[config.mk]
export PLATFORM = sky130hd
export DESIGN_NAME = cwc_wakeup_ctrl
export DESIGN_NICKNAME = d
export VERILOG_FILES = /design/src/rtl/cwc_pkg.sv /design/src/rtl/cwc_timer.sv /design/src/rtl/cwc_symbol_gen.sv /design/src/rtl/cwc_wakeup_ctrl.sv
export SDC_FILE = /design/constraint.sdc
export NUM_CORES = 1
export LEC_CHECK = 0
export BUFFER_PORTS_ARGS = -buffer_cell sky130_fd_sc_hd__buf_4
export CORE_MARGIN = 2
export CORE_UTILIZATION = 33
export DETAILED_ROUTE_END_ITERATION = 8
export PLACE_DENSITY_LB_ADDON = 0.15
export SLEW_MARGIN = 20
export SYNTH_ARGS = -nofsm -noshare
export SYNTH_HDL_FRONTEND = slang
export SYNTH_SLANG_ARGS = --single-unit
[constraint.sdc]
create_clock -name MCLK -period 4.15 [get_ports MCLK]
set_clock_uncertainty 0.2 [all_clocks]
set_input_delay 0 -clock MCLK [delete_from_list [all_inputs] [get_ports MCLK]]
set_output_delay 0 -clock MCLK [all_outputs]
set_load 0.005 [all_outputs]
[src/rtl/cwc_pkg.sv]
// Purpose: shared constants and types for the cluster wakeup control block
// Assumes: 125 MHz MCLK, AHB-Lite register access, 32-bit data
// Notes: offsets are byte addresses of word registers
package cwc_pkg;
  localparam int unsigned CWC_CLK_MHZ = 125;
  // default timer lengths in microseconds, converted to cycles below
  localparam int unsigned CWC_FAST_US = 100;
  localparam int unsigned CWC_NOISE_US = 1000;
  localparam int unsigned CWC_FAST_CYC = CWC_FAST_US * CWC_CLK_MHZ;
  localparam int unsigned CWC_NOISE_CYC = CWC_NOISE_US * CWC_CLK_MHZ;
  localparam int unsigned CWC_TMR_W = 24;
  // pattern symbol timing in cycles: driven part then idle part
  localparam int unsigned CWC_SYM_TX_CYC = 64;
  localparam int unsigned CWC_SYM_IDLE_CYC = 32;
  localparam int unsigned CWC_SYM_W = 8;
  localparam logic [3:0] CWC_REPEAT_MIN = 4'h2;
  localparam logic [3:0] CWC_REPEAT_RST = 4'h2;

  // register byte offsets
  localparam logic [7:0] CWC_OFF_CFG = 8'h00;
  localparam logic [7:0] CWC_OFF_CMD = 8'h04;
  localparam logic [7:0] CWC_OFF_STAT = 8'h08;
  // configuration fields
  localparam int unsigned CWC_CFG_CHAN_BIT = 0;
  localparam int unsigned CWC_CFG_REP_LSB = 4;
  localparam int unsigned CWC_CFG_REP_MSB = 7;
  // command codes written to the command register
  localparam logic [3:0] CWC_CMD_CONFIG = 4'h1;
  localparam logic [3:0] CWC_CMD_CONFIG_DONE = 4'h2;
  localparam logic [3:0] CWC_CMD_WAKEUP = 4'h3;
  localparam logic [3:0] CWC_CMD_READY_NOW = 4'h4;
  localparam logic [3:0] CWC_CMD_READY_LATER = 4'h5;
  localparam logic [3:0] CWC_CMD_HALT_LATER = 4'h6;
  localparam logic [3:0] CWC_CMD_FREEZE = 4'h7;
  localparam logic [3:0] CWC_CMD_DEFAULT = 4'h8;
  // status fields
  localparam int unsigned CWC_ST_RES_LSB = 0;
  localparam int unsigned CWC_ST_STATE_LSB = 8;

  typedef enum logic [2:0] {
    CWC_RES_NOT_SET = 3'h0,
    CWC_RES_HEADER_HEARD = 3'h1,
    CWC_RES_PATTERN_HEARD = 3'h2,
    CWC_RES_CLASH_HEADER = 3'h3,
    CWC_RES_CLASH_PATTERN = 3'h4,
    CWC_RES_CLASH_UNCLASSIFIED = 3'h5,
    CWC_RES_TRANSMITTED = 3'h6
  } cwc_result_e;

  typedef enum logic [6:0] {
    CWC_ST_DEFAULT_CFG = 7'h01,
    CWC_ST_CONFIG = 7'h02,
    CWC_ST_READY = 7'h04,
    CWC_ST_LISTEN = 7'h08,
    CWC_ST_SEND = 7'h10,
    CWC_ST_DETECT = 7'h20,
    CWC_ST_HALT = 7'h40
  } cwc_state_e;
endpackage : cwc_pkg

[src/rtl/cwc_timer.sv]
// Purpose: loadable down-counter with expiry flag
// Assumes: single clock, synchronous active-low reset
// Notes: expired is high once the count reaches zero while running
`timescale 1ns/100ps
`default_nettype none
module cwc_timer #(
  parameter int unsigned W = 24
) (
  // clock and reset
  input wire logic clk,
  input wire logic rst_n,
  // control
  input wire logic start,
  input wire logic stop,
  input wire logic [W-1:0] load_value,
  // status
  output logic expired
);
  logic [W-1:0] count_ff;
  logic run_ff;

  always_ff @(posedge clk) begin
    if (!rst_n) begin
      count_ff <= '0;
      run_ff <= 1'b0;
    end else if (start) begin
      count_ff <= load_value;
      run_ff <= 1'b1;
    end else if (stop) begin
      run_ff <= 1'b0;
    end else if (run_ff && count_ff != '0) begin
      count_ff <= count_ff - 1'b1;
    end
  end

  assign expired = run_ff && (count_ff == '0);
endmodule : cwc_timer
`default_nettype wire

[src/rtl/cwc_symbol_gen.sv]
// Purpose: wakeup pattern sequencer, driven part then idle part per symbol
// Assumes: repeat count of at least two checked by the caller
// Notes: in_idle marks the listening window of each symbol
`timescale 1ns/100ps
`default_nettype none
module cwc_symbol_gen
  import cwc_pkg::*;
#(
  parameter int unsigned TX_CYC = CWC_SYM_TX_CYC,
  parameter int unsigned IDLE_CYC = CWC_SYM_IDLE_CYC
) (
  // clock and reset
  input wire logic clk,
  input wire logic rst_n,
  // control
  input wire logic start,
  input wire logic abort,
  input wire logic [3:0] repeat_count,
  // status
  output logic drive_low,
  output logic in_idle,
  output logic done
);
  logic [CWC_SYM_W-1:0] phase_ff;
  logic [3:0] sym_left_ff;
  logic active_ff;
  logic idle_ff;
  logic done_ff;
  localparam logic [CWC_SYM_W-1:0] TX_LAST = CWC_SYM_W'(TX_CYC - 1);
  localparam logic [CWC_SYM_W-1:0] IDLE_LAST = CWC_SYM_W'(IDLE_CYC - 1);

  always_ff @(posedge clk) begin
    if (!rst_n) begin
      phase_ff <= '0;
      sym_left_ff <= 4'h0;
      active_ff <= 1'b0;
      idle_ff <= 1'b0;
      done_ff <= 1'b0;
    end else begin
      done_ff <= 1'b0;
      if (start) begin
        phase_ff <= '0;
        sym_left_ff <= repeat_count;
        active_ff <= 1'b1;
        idle_ff <= 1'b0;
      end else if (abort) begin
        active_ff <= 1'b0;
        idle_ff <= 1'b0;
      end else if (active_ff) begin
        if (!idle_ff && phase_ff == TX_LAST) begin
          phase_ff <= '0;
          idle_ff <= 1'b1;
        end else if (idle_ff && phase_ff == IDLE_LAST) begin
          phase_ff <= '0;
          idle_ff <= 1'b0;
          sym_left_ff <= sym_left_ff - 4'h1;
          if (sym_left_ff == 4'h1) begin
            active_ff <= 1'b0;
            done_ff <= 1'b1;
          end
        end else begin
          phase_ff <= phase_ff + 1'b1;
        end
      end
    end
  end

  assign drive_low = active_ff && !idle_ff;
  assign in_idle = active_ff && idle_ff;
  assign done = done_ff;
endmodule : cwc_symbol_gen
`default_nettype wire

[src/rtl/cwc_wakeup_ctrl.sv]
// Purpose: cluster wakeup sequence of the protocol operation control
// Assumes: AHB-Lite slave, bus events from decoders arrive as pins
// Notes: listen, send and detect phases, result code for the host
`timescale 1ns/100ps
`default_nettype none
// Notes on behaviour
// - wakeup pattern goes out on exactly one channel, never both.
// - wakeup command in ready starts listen, then tries sending.
// - sequence end returns to ready and exposes the result.
// - result reads not-set before any command and while in progress.
// - aborts and repeat count below two leave the result not set.
// - clean header heard on any channel in listen gives header result.
// - pattern heard on wake channel in listen gives pattern result.
// - header in detect after collision gives header clash result.
// - pattern in detect after collision gives pattern clash result.
// - detect timeout without classification gives unclassified clash result.
// - full pattern sent without collision gives transmitted result.
// - header on any channel or pattern on wake channel in listen ends it without sending.
// - listen uses a fast timer and a noise-tolerant timer.
// - channel watched only in idle gaps; activity there goes to detect.
// - detect ends on fast timer or at once on header or pattern.
// - channels stuck active low keep the sequence until a host command.
// - ready-now command forces ready directly from any wakeup state.
module cwc_wakeup_ctrl
  import cwc_pkg::*;
#(
  parameter int unsigned FAST_CYC = CWC_FAST_CYC,
  parameter int unsigned NOISE_CYC = CWC_NOISE_CYC
) (
  // clock and reset
  input wire logic MCLK,
  input wire logic RESET_N,
  // ahb-lite slave
  input wire logic HSEL,
  input wire logic [31:0] HADDR,
  input wire logic [1:0] HTRANS,
  input wire logic HWRITE,
  input wire logic [2:0] HSIZE,
  input wire logic [31:0] HWDATA,
  input wire logic HREADY,
  output logic [31:0] HRDATA,
  output logic HREADYOUT,
  output logic HRESP,
  // channel receive events, per channel a and b
  input wire logic [1:0] RX_ACTIVE,
  input wire logic [1:0] RX_HEADER_OK,
  input wire logic [1:0] RX_PATTERN_OK,
  // channel transmit, per channel a and b
  output logic [1:0] TX_DATA,
  output logic [1:0] TX_ENABLE
);
  // synchronised receive inputs
  logic [5:0] rx_meta_ff;
  logic [5:0] rx_sync_ff;
  logic [1:0] rx_active;
  logic [1:0] rx_header;
  logic [1:0] rx_pattern;

  always_ff @(posedge MCLK) begin
    if (!RESET_N) begin
      rx_meta_ff <= 6'h00;
      rx_sync_ff <= 6'h00;
    end else begin
      rx_meta_ff <= {RX_PATTERN_OK, RX_HEADER_OK, RX_ACTIVE};
      rx_sync_ff <= rx_meta_ff;
    end
  end
  assign rx_active = rx_sync_ff[1:0];
  assign rx_header = rx_sync_ff[3:2];
  assign rx_pattern = rx_sync_ff[5:4];

  // register state
  cwc_state_e state_ff;
  cwc_state_e nxt_state;
  cwc_result_e result_ff;
  logic wake_channel_select_ff;
  logic [3:0] wake_pattern_repeat_count_ff;
  logic [3:0] cmd_ff;
  logic cmd_valid_ff;

  // ahb-lite address phase capture
  logic wr_pend_ff;
  logic rd_pend_ff;
  logic [7:0] addr_ff;
  logic [31:0] rdata_ff;
  logic take;

  assign take = HSEL && HREADY && HTRANS[1];

  always_ff @(posedge MCLK) begin
    if (!RESET_N) begin
      wr_pend_ff <= 1'b0;
      rd_pend_ff <= 1'b0;
      addr_ff <= 8'h00;
    end else begin
      wr_pend_ff <= take && HWRITE;
      rd_pend_ff <= take && !HWRITE;
      if (take) begin
        addr_ff <= HADDR[7:0];
      end
    end
  end

  // zero wait states, always okay
  assign HREADYOUT = 1'b1;
  assign HRESP = 1'b0;

  logic [31:0] status_word;
  always_comb begin
    status_word = 32'h0000_0000;
    status_word[CWC_ST_RES_LSB +: 3] = result_ff;
    status_word[CWC_ST_STATE_LSB +: 7] = state_ff;
  end

  always_ff @(posedge MCLK) begin
    if (!RESET_N) begin
      rdata_ff <= 32'h0000_0000;
    end else if (take && !HWRITE) begin
      unique case (HADDR[7:0])
        CWC_OFF_CFG: begin
          rdata_ff <= {24'h00_0000, wake_pattern_repeat_count_ff, 3'h0,
                       wake_channel_select_ff};
        end
        CWC_OFF_STAT: rdata_ff <= status_word;
        default: rdata_ff <= 32'h0000_0000;
      endcase
    end
  end
  assign HRDATA = rdata_ff;

  // configuration writes accepted only in configuration state
  always_ff @(posedge MCLK) begin
    if (!RESET_N) begin
      wake_channel_select_ff <= 1'b0;
      wake_pattern_repeat_count_ff <= CWC_REPEAT_RST;
    end else if (wr_pend_ff && addr_ff == CWC_OFF_CFG && state_ff == CWC_ST_CONFIG) begin
      wake_channel_select_ff <= HWDATA[CWC_CFG_CHAN_BIT];
      wake_pattern_repeat_count_ff <= HWDATA[CWC_CFG_REP_MSB:CWC_CFG_REP_LSB];
    end
  end

  // command strobe, one cycle after the data phase
  always_ff @(posedge MCLK) begin
    if (!RESET_N) begin
      cmd_ff <= 4'h0;
      cmd_valid_ff <= 1'b0;
    end else begin
      cmd_valid_ff <= wr_pend_ff && addr_ff == CWC_OFF_CMD;
      cmd_ff <= HWDATA[3:0];
    end
  end

  logic cmd_wakeup;
  logic cmd_abort;
  assign cmd_wakeup = cmd_valid_ff && cmd_ff == CWC_CMD_WAKEUP;
  assign cmd_abort = cmd_valid_ff && (cmd_ff == CWC_CMD_READY_NOW ||
                     cmd_ff == CWC_CMD_READY_LATER || cmd_ff == CWC_CMD_HALT_LATER ||
                     cmd_ff == CWC_CMD_FREEZE);

  // wake channel events
  logic ch;
  logic ch_active;
  logic any_header;
  logic ch_pattern;
  assign ch = wake_channel_select_ff;
  assign ch_active = rx_active[ch];
  assign any_header = |rx_header;
  assign ch_pattern = rx_pattern[ch];

  // timers
  logic fast_start;
  logic noise_start;
  logic fast_expired;
  logic noise_expired;
  logic in_wake;
  assign in_wake = state_ff == CWC_ST_LISTEN || state_ff == CWC_ST_SEND ||
                   state_ff == CWC_ST_DETECT;

  // fast timer restarts whenever the wake channel is busy in listen, noise timer only once it has expired
  assign fast_start = (nxt_state == CWC_ST_LISTEN && (state_ff != CWC_ST_LISTEN ||
                      ch_active)) || (nxt_state == CWC_ST_DETECT &&
                      state_ff != CWC_ST_DETECT);
  assign noise_start = nxt_state == CWC_ST_LISTEN && (state_ff != CWC_ST_LISTEN ||
                       (ch_active && noise_expired));

  cwc_timer #(
    .W(CWC_TMR_W)
  ) u_fast (
    .clk(MCLK),
    .rst_n(RESET_N),
    .start(fast_start),
    .stop(!in_wake),
    .load_value(CWC_TMR_W'(FAST_CYC)),
    .expired(fast_expired)
  );

  cwc_timer #(
    .W(CWC_TMR_W)
  ) u_noise (
    .clk(MCLK),
    .rst_n(RESET_N),
    .start(noise_start),
    .stop(state_ff != CWC_ST_LISTEN),
    .load_value(CWC_TMR_W'(NOISE_CYC)),
    .expired(noise_expired)
  );

  // pattern generator
  logic sym_start;
  logic sym_drive;
  logic sym_idle;
  logic sym_done;
  logic collision;
  logic [1:0] idle_seen_ff;
  assign sym_start = state_ff == CWC_ST_LISTEN && nxt_state == CWC_ST_SEND;

  // our own driven part echoes back through the two receive flops, so the first
  // two idle cycles are blanked; activity within those two cycles goes unseen
  always_ff @(posedge MCLK) begin
    if (!RESET_N) begin
      idle_seen_ff <= 2'b00;
    end else begin
      idle_seen_ff <= {idle_seen_ff[0], sym_idle};
    end
  end
  assign collision = state_ff == CWC_ST_SEND && sym_idle && idle_seen_ff[1] &&
                     ch_active;

  cwc_symbol_gen u_sym (
    .clk(MCLK),
    .rst_n(RESET_N),
    .start(sym_start),
    .abort(state_ff != CWC_ST_SEND && !sym_start),
    .repeat_count(wake_pattern_repeat_count_ff),
    .drive_low(sym_drive),
    .in_idle(sym_idle),
    .done(sym_done)
  );

  // only the selected channel is ever enabled
  always_comb begin
    TX_ENABLE = 2'b00;
    TX_DATA = 2'b11;
    if (state_ff == CWC_ST_SEND && sym_drive) begin
      TX_ENABLE[ch] = 1'b1;
      TX_DATA[ch] = 1'b0;
    end
  end

  // sequence state machine
  always_comb begin
    nxt_state = state_ff;
    unique case (state_ff)
      CWC_ST_DEFAULT_CFG: begin
        if (cmd_valid_ff && cmd_ff == CWC_CMD_CONFIG) nxt_state = CWC_ST_CONFIG;
      end
      CWC_ST_CONFIG: begin
        if (cmd_valid_ff && cmd_ff == CWC_CMD_CONFIG_DONE) nxt_state = CWC_ST_READY;
      end
      CWC_ST_READY: begin
        if (cmd_wakeup && wake_pattern_repeat_count_ff >= CWC_REPEAT_MIN) begin
          nxt_state = CWC_ST_LISTEN;
        end else if (cmd_valid_ff && cmd_ff == CWC_CMD_CONFIG) begin
          nxt_state = CWC_ST_CONFIG;
        end else if (cmd_valid_ff && (cmd_ff == CWC_CMD_HALT_LATER ||
                     cmd_ff == CWC_CMD_FREEZE)) begin
          nxt_state = CWC_ST_HALT;
        end
      end
      CWC_ST_LISTEN: begin
        if (any_header || ch_pattern) nxt_state = CWC_ST_READY;
        else if (fast_expired || (noise_expired && !(&rx_active))) begin
          // fast timer expired, or noise timer expired with a channel quiet: start sending
          nxt_state = CWC_ST_SEND;
        end
      end
      CWC_ST_SEND: begin
        if (collision) nxt_state = CWC_ST_DETECT;
        else if (sym_done) nxt_state = CWC_ST_READY;
      end
      CWC_ST_DETECT: begin
        if (any_header || ch_pattern || fast_expired) nxt_state = CWC_ST_READY;
      end
      CWC_ST_HALT: begin
        if (cmd_valid_ff && cmd_ff == CWC_CMD_DEFAULT) nxt_state = CWC_ST_DEFAULT_CFG;
      end
      default: nxt_state = CWC_ST_DEFAULT_CFG;
    endcase
    if (in_wake && cmd_abort) begin
      nxt_state = (cmd_ff == CWC_CMD_HALT_LATER || cmd_ff == CWC_CMD_FREEZE) ?
                  CWC_ST_HALT : CWC_ST_READY;
    end
  end

  always_ff @(posedge MCLK) begin
    if (!RESET_N) begin
      state_ff <= CWC_ST_DEFAULT_CFG;
    end else begin
      state_ff <= nxt_state;
    end
  end

  // wakeup result
  always_ff @(posedge MCLK) begin
    if (!RESET_N) begin
      result_ff <= CWC_RES_NOT_SET;
    end else if (state_ff == CWC_ST_DEFAULT_CFG || cmd_wakeup) begin
      result_ff <= CWC_RES_NOT_SET;
    end else if (in_wake && !cmd_abort) begin
      unique case (state_ff)
        CWC_ST_LISTEN: begin
          if (any_header) result_ff <= CWC_RES_HEADER_HEARD;
          else if (ch_pattern) result_ff <= CWC_RES_PATTERN_HEARD;
        end
        CWC_ST_SEND: begin
          if (!collision && sym_done) result_ff <= CWC_RES_TRANSMITTED;
        end
        CWC_ST_DETECT: begin
          if (any_header) result_ff <= CWC_RES_CLASH_HEADER;
          else if (ch_pattern) result_ff <= CWC_RES_CLASH_PATTERN;
          else if (fast_expired) result_ff <= CWC_RES_CLASH_UNCLASSIFIED;
        end
        default: result_ff <= result_ff;
      endcase
    end
  end
endmodule : cwc_wakeup_ctrl
`default_nettype wire

## Word-level counts from Yosys, hierarchy flattened

Index checks and enable logic that the tools add are counted.
W data, S select, Z words.

- Flip-flop bits (word level): 140
- Bits of input ports: 80
- Output and inout bits: 38
- Logic and storage cells: 211

- Add/subtract/negate cells: 4
- $lt $le $gt $ge: 3
- Equality and inequality tests: 33
- Mux-type cells: 56
- Bitwise operators: 6
- Reduce and logical (&&, ||, !) cells: 86

Operators with widths:

| cell | count |
|---|---|
| $mux W7 | 13 |
| $mux W17 | 3 |
| $pmux W7 S7 | 1 |
| $logic_not A24 Y1 | 2 |
| $reduce_bool A24 Y1 | 2 |
| $sub A24 B1 Y24 const B | 2 |
| $mux W14 | 3 |
| $logic_and A1 B1 Y1 | 37 |
| $pmux W15 S2 | 1 |
| $mux W4 | 5 |
| $mux W1 | 18 |
| $mux W3 | 6 |
| $eq A4 B3 Y1 const B | 4 |
| $logic_not A8 Y1 | 2 |
| $mux W8 | 2 |
| $eq A7 B4 Y1 const B | 2 |
| $eq A7 B5 Y1 const B | 2 |
| $eq A7 B6 Y1 const B | 2 |
| $reduce_and A2 Y1 | 7 |
| $reduce_bool A2 Y1 | 7 |
| $logic_or A1 B1 Y1 | 13 |
| $reduce_or A2 Y1 | 5 |
| $pmux W3 S3 | 1 |
| $add A8 B1 Y8 const B | 1 |
| 32 further kinds | 47 |

## Logic depth before layout (Yosys ltp)

- Depth after elaboration: 14
- Mapped depth: 9
- Mapped depth without buffers: 8

## By module

A second synthesis with hierarchy kept.

- Cells, all modules: 759
- Area, all modules: 6665.1 µm²

By module, submodules not included:

| module | times used | cells each | area an instance (µm²) |
|---|---|---|---|
| cwc_timer | 2 | 179 | 1571.5 |
| cwc_wakeup_ctrl | 1 | 310 | 2702.6 |
| cwc_symbol_gen | 1 | 91 | 819.5 |

## Least setup slack after synthesis

OpenSTA, ideal clock, no wires.

- Path type: register -> register
- From: reg state_ff[1]
- To: reg u_noise.count_ff[10]
- Arrival time: 2259 ps
- Required time: 3833 ps
- Path slack: 1574 ps
- Cell stages (with the launch flop): 8
- Path buffers: 2
- Clock period less this slack: 2576 ps
- Cell sequence: dfxtp_1 -> buf_4 -> or4_4 -> or3_1 -> o31a_1 -> o21ai_2 -> buf_2 -> nor2_1

- Cells in the longest elaborated chain, start to end: 10

Ends and longest elaborated chain:

| item | RTL line | text |
|---|---|---|
| from (decl) | cwc_wakeup_ctrl.sv:73 | `cwc_state_e state_ff;` |
| from (signal assigned) | cwc_wakeup_ctrl.sv:299 | `state_ff <= nxt_state;` |
| $eq A7 B5 Y1 | cwc_wakeup_ctrl.sv:176, cwc_wakeup_ctrl.sv:226, cwc_wakeup_ctrl.sv:253 |  |
| $logic_and A1 B1 Y1 (3 in a row) | cwc_wakeup_ctrl.sv:226 | `assign collision = state_ff == CWC_ST_SEND && sym_idle && idle_seen_ff[1] &&` |
| $mux W7 | cwc_wakeup_ctrl.sv:278 | `if (collision) nxt_state = CWC_ST_DETECT;` |
| $pmux W7 S7 | cwc_wakeup_ctrl.sv:253 | `unique case (state_ff)` |
| $mux W7 | cwc_wakeup_ctrl.sv:289 | `if (in_wake && cmd_abort) begin` |
| $eq A7 B4 Y1 | cwc_wakeup_ctrl.sv:183 | `assign noise_start = nxt_state == CWC_ST_LISTEN && (state_ff != CWC_ST_LISTEN \|\|` |
| $logic_and A1 B1 Y1 | cwc_wakeup_ctrl.sv:183 |  |
| $reduce_or A2 Y1 (no source line) | n/a |  |
| to (signal assigned) | cwc_timer.sv:27 | `count_ff <= load_value;` |
| to (signal assigned) | cwc_timer.sv:32 | `count_ff <= count_ff - 1'b1;` |
| to (decl) | cwc_timer.sv:19 | `logic [W-1:0] count_ff;` |

Several ways; a longest one is shown, not always the timed one.
A chain may end at the register's enable or synchronous reset.

## Final worst setup path

- From: reg wake_channel_select_ff, in the netlist ch
- To: reg u_noise.count_ff[7]

- Cells in the longest elaborated chain, start to end: 10

Ends and longest elaborated chain:

| item | RTL line | text |
|---|---|---|
| from (decl) | cwc_wakeup_ctrl.sv:76 | `logic wake_channel_select_ff;` |
| from (signal assigned) | cwc_wakeup_ctrl.sv:137 | `wake_channel_select_ff <= HWDATA[CWC_CFG_CHAN_BIT];` |
| $mux W1 (not written as such) (2 in a row) | cwc_wakeup_ctrl.sv:168 | `assign ch_pattern = rx_pattern[ch];` |
| $logic_or A1 B1 Y1 | cwc_wakeup_ctrl.sv:271, cwc_wakeup_ctrl.sv:282 |  |
| $logic_or A1 B1 Y1 | cwc_wakeup_ctrl.sv:282 | `if (any_header \|\| ch_pattern \|\| fast_expired) nxt_state = CWC_ST_READY;` |
| $mux W7 | cwc_wakeup_ctrl.sv:282 |  |
| $pmux W7 S7 | cwc_wakeup_ctrl.sv:253 |  |
| $mux W7 | cwc_wakeup_ctrl.sv:289 |  |
| $eq A7 B4 Y1 | cwc_wakeup_ctrl.sv:183 |  |
| $logic_and A1 B1 Y1 * | cwc_wakeup_ctrl.sv:183 |  |
| $reduce_or A2 Y1 (no source line) * | n/a |  |

Mark *: on every way between the ends. The rest lies on a longest branch, timed or not. The select of a mux whose other input is x is not followed.

==> reports/summary.txt <==
Worst path max stage delay = 0.63 ns
Root buffer cell = clkbuf_16
Syn Area/Cell = 8.46 um^2
Total power = 2.74 mW
Fin crit period = 3.27 ns
Setup crit start kind = register
RSZ-0062 raised after global routing = no
Critical path arrival = 3.34 ns
Vias per cell = 5.00
Hold path cells = 4
Sw power = 566 uW
Worst hold slack = 0.157 ns
Mapped cell area = 0.00568 mm^2
Sw frac = 0.206
Count of flip-flops with a built-in enable after synthesis = 0
Hold Path Class = primary input to register
Power Density = 380 mW/mm^2
Core area = 0.0167 mm^2
FMAX = 306 MHz
Die width = 135 um
Clock insertion delay at the later pin of the skew report = 0.43 ns
Most frequent cells after synthesis = dfxtp_1 (122), nor2_1 (96), nand2_1 (56)
Clock Power Share = 0.530
# diodes = 0
Num CTS Buffers = 17
CP Capture Type = register
Reg2reg start = ch$_SDFFE_PN0P_
TritonCTS clock tree = done
Congestion Overflow GR = 0
Clock Path Buffers = 2
Crit-path cells = mux2_2 -> nor3_1 -> o21ai_0 -> o31a_1 -> o21ai_2 -> nor2_1
Starting DRT DRC Count = 248
Comb pwr share = 0.037
#FFs+latches synth = 122
Syn. warnings = 0
Total wire length = 13100 um
Die ar. = 0.0183 mm^2
Kind of critical path = register to register
Post-route DRC = 0
Unique masters post-synth = 65
RD Place Congestion = 0.813
R2r worst-path depth = 6
Slew HR = 0.464
Share of Yosys cell area claimed by the top area cell type = 0.430
Setup bufs post-CTS = 0
Total Neg Setup Slack = 0 ns
I/O pin count = 118
Fin cells = 994
Cell taking the most area after synthesis = dfxtp_1
CP max-delay cell = o21ai_2
Final period utilization = 0.787
VDD IR max = 0.000287 V
Top delay family on crit path = compound AO/OA/AOI/OAI gates
R2r endpoint = u_noise.count_ff[7]$_SDFFE_PP0P_
Routed WL per cell = 13.2 um
Worst Setup SP = ch$_SDFFE_PN0P_
Crit path max fanout = 17
Placed cell count = 911
Internal power = 2.18 mW
Pins Over Slew Limit = 0
Crit path depth = 6
Setup crit end = u_noise.count_ff[7]$_SDFFE_PP0P_
Initial antenna violation count = 0
Routed Antenna Nets = 0
Pre-antenna DRT Iters = 4
Row count = 47
Worst Max-Slew Pin Slew = 0.797 ns
Leakage = 2.82 nW
Sequential Power Share = 0.433
H-tree Lvls = 4
PortBufs = 45
Layout cells sized above 1 = 0.116
Vias in the first global route = 4736
Via count = 4969
CP required = 4.23 ns
Clock Sinks = 122
Initial core utilization = 0.340
Most frequent cell after synthesis = dfxtp_1
First-pass GRT wire length = 22400 um
Syn-to-layout area delta = 27.1%
Buf+Inv Stages, Crit Path = 0
Async SR Flop Fraction = 0
Worst-path clk slew = 0.05 ns
Tot GR Track Use = 0.153
FILL cells = 1655
Largest net degree at the start of global routing = 30
Status = complete, no violations
R2R setup slack = 0.88 ns
Final count of hold timing violations = 0
Die H = 135 um
Post-DP HPWL = 9000 um
Primary FF master, synth = dfxtp_1
Top cells by area, synth = dfxtp_1 (43%), nor2_1 (6.3%), xnor2_1 (4.5%)
Cells after synthesis = 672
Final setup viols = 0
Max cap viols = 0
Nets = 848
Sequential area share after synthesis = 0.430
[cell families after synthesis]
| kind of cell | count (synthesis) | synth area share |
|---|---|---|
| AND/OR/NAND/NOR | 308 | 0.277 |
| flip-flops | 122 | 0.430 |
| AO/OA/AOI/OAI | 118 | 0.137 |
| buffers and inverters | 62 | 0.0568 |
| XOR/XNOR | 47 | 0.0724 |
| multiplexers | 7 | 0.0130 |
| adder cells (fa/ha/maj) | 6 | 0.0132 |
| other | 2 | 0.00132 |
[through the flow]
step | utilization | setup WS (ns) | area, um^2
after floorplan | - | 1.57 | 5750
after global placement | 0.366 | 0.962 | 6120
after detailed placement | 0.366 | 0.854 | 6120
final | 0.432 | 0.882 | 7220
after CTS | 0.432 | 0.845 | 7220
after global routing | 0.432 | 0.503 | 7220
[flip-flops by register name (all words and copies together), names as in the netlist, 2 cells and up]
| signal | count |
|---|---|
| idle_seen_ff | 2 |
| cmd_ff | 4 |
| u_sym.sym_left_ff | 4 |
| wake_pattern_repeat_count_ff | 4 |
| rx_meta_ff | 6 |
| state_ff | 7 |
| u_sym.phase_ff | 8 |
| HRDATA | 14 |
| u_noise.count_ff | 24 |
| addr_ff | 8 |
| result_ff | 3 |
| rx_sync_ff | 6 |
| u_fast.count_ff | 24 |
[power by group through the flow]
stage | sequential [mW] | clock (mW) | combinational (mW)
final | 1.19 | 1.45 | 0.101
after global routing | 1.19 | 1.54 | 0.112
after CTS | 1.19 | 1.49 | 0.100
after detailed placement | 1.21 | 0 | 0.0692
after global placement | 1.21 | 0 | 0.0681
after floorplan | 1.21 | 0 | 0.0516
[routing by layer]
metal  track usage  vias to the layer above  share of wire
met1         0.183                     2347           0.47
met3        0.0468                       13          0.039
met4        0.0573                        0          0.011
met2         0.259                       95           0.48
li1              -                     2514              -
met5             0                        -              0
[worst register-to-register path, stage by stage, from the launching register on]
cell     delay (ns)
dfxtp_1        0.51
mux2_2         0.43
nor3_1         0.45
o21ai_0        0.38
o31a_1         0.41
o21ai_2        0.63
nor2_1         0.12
[placed cells by master, fill, tap and decap left out, types with 4 or more instances in the layout]
cell and count:
and2_1 20, nand2_1 56, xor2_1 18, o2111ai_1 5
nand3_1 15, o21ai_0 18, nand2b_1 9, dfxtp_1 122
clkbuf_16 17, mux2i_1 4, inv_1 15, xnor2_1 29
o211ai_1 5, or3_1 18, conb_1 20, a22oi_1 14
clkbuf_8 4, and3_1 10, ha_1 6, nor4_1 21
a211oi_1 7, nand4_1 5, nor3_1 28, buf_4 48
nor2_1 96, dlygate4sd3_1 52, a21oi_1 46
[how the worst min path moves through the flow]
stage,start,endpoint
after floorplan,HWDATA[0],cmd_ff[0]$_SDFF_PN0_
after global placement,RX_PATTERN_OK[1],rx_meta_ff[5]$_SDFF_PN0_
after detailed placement,RX_PATTERN_OK[1],rx_meta_ff[5]$_SDFF_PN0_
after CTS,HWDATA[4],wake_pattern_repeat_count_ff[0]$_SDFFE_PN0P_
after global routing,HWDATA[7],wake_pattern_repeat_count_ff[3]$_SDFFE_PN0P_
final,HWDATA[4],wake_pattern_repeat_count_ff[0]$_SDFFE_PN0P_
[what timing repair did]
item,CTS,global route
resized for setup,0,0
hold buffers,52,0
hold endpoints to repair,45,0
endpoints found under the setup margin,0,0
[layout make-up]
| type | count | area, um^2 | area share |
|---|---|---|---|
| Multi-Input combinational cell | 506 | 2990 | 0.413 |
| Tap cell | 220 | 275 | 0.0381 |
| Clock inverter | 7 | 90.1 | 0.0125 |
| Timing Repair Buffer | 100 | 881 | 0.122 |
| Sequential cell | 122 | 2440 | 0.338 |
| Inverter | 15 | 56.3 | 0.00779 |
| Clock buffer | 24 | 492 | 0.0681 |
No activity file was read; power rests on OpenSTA's default activity.
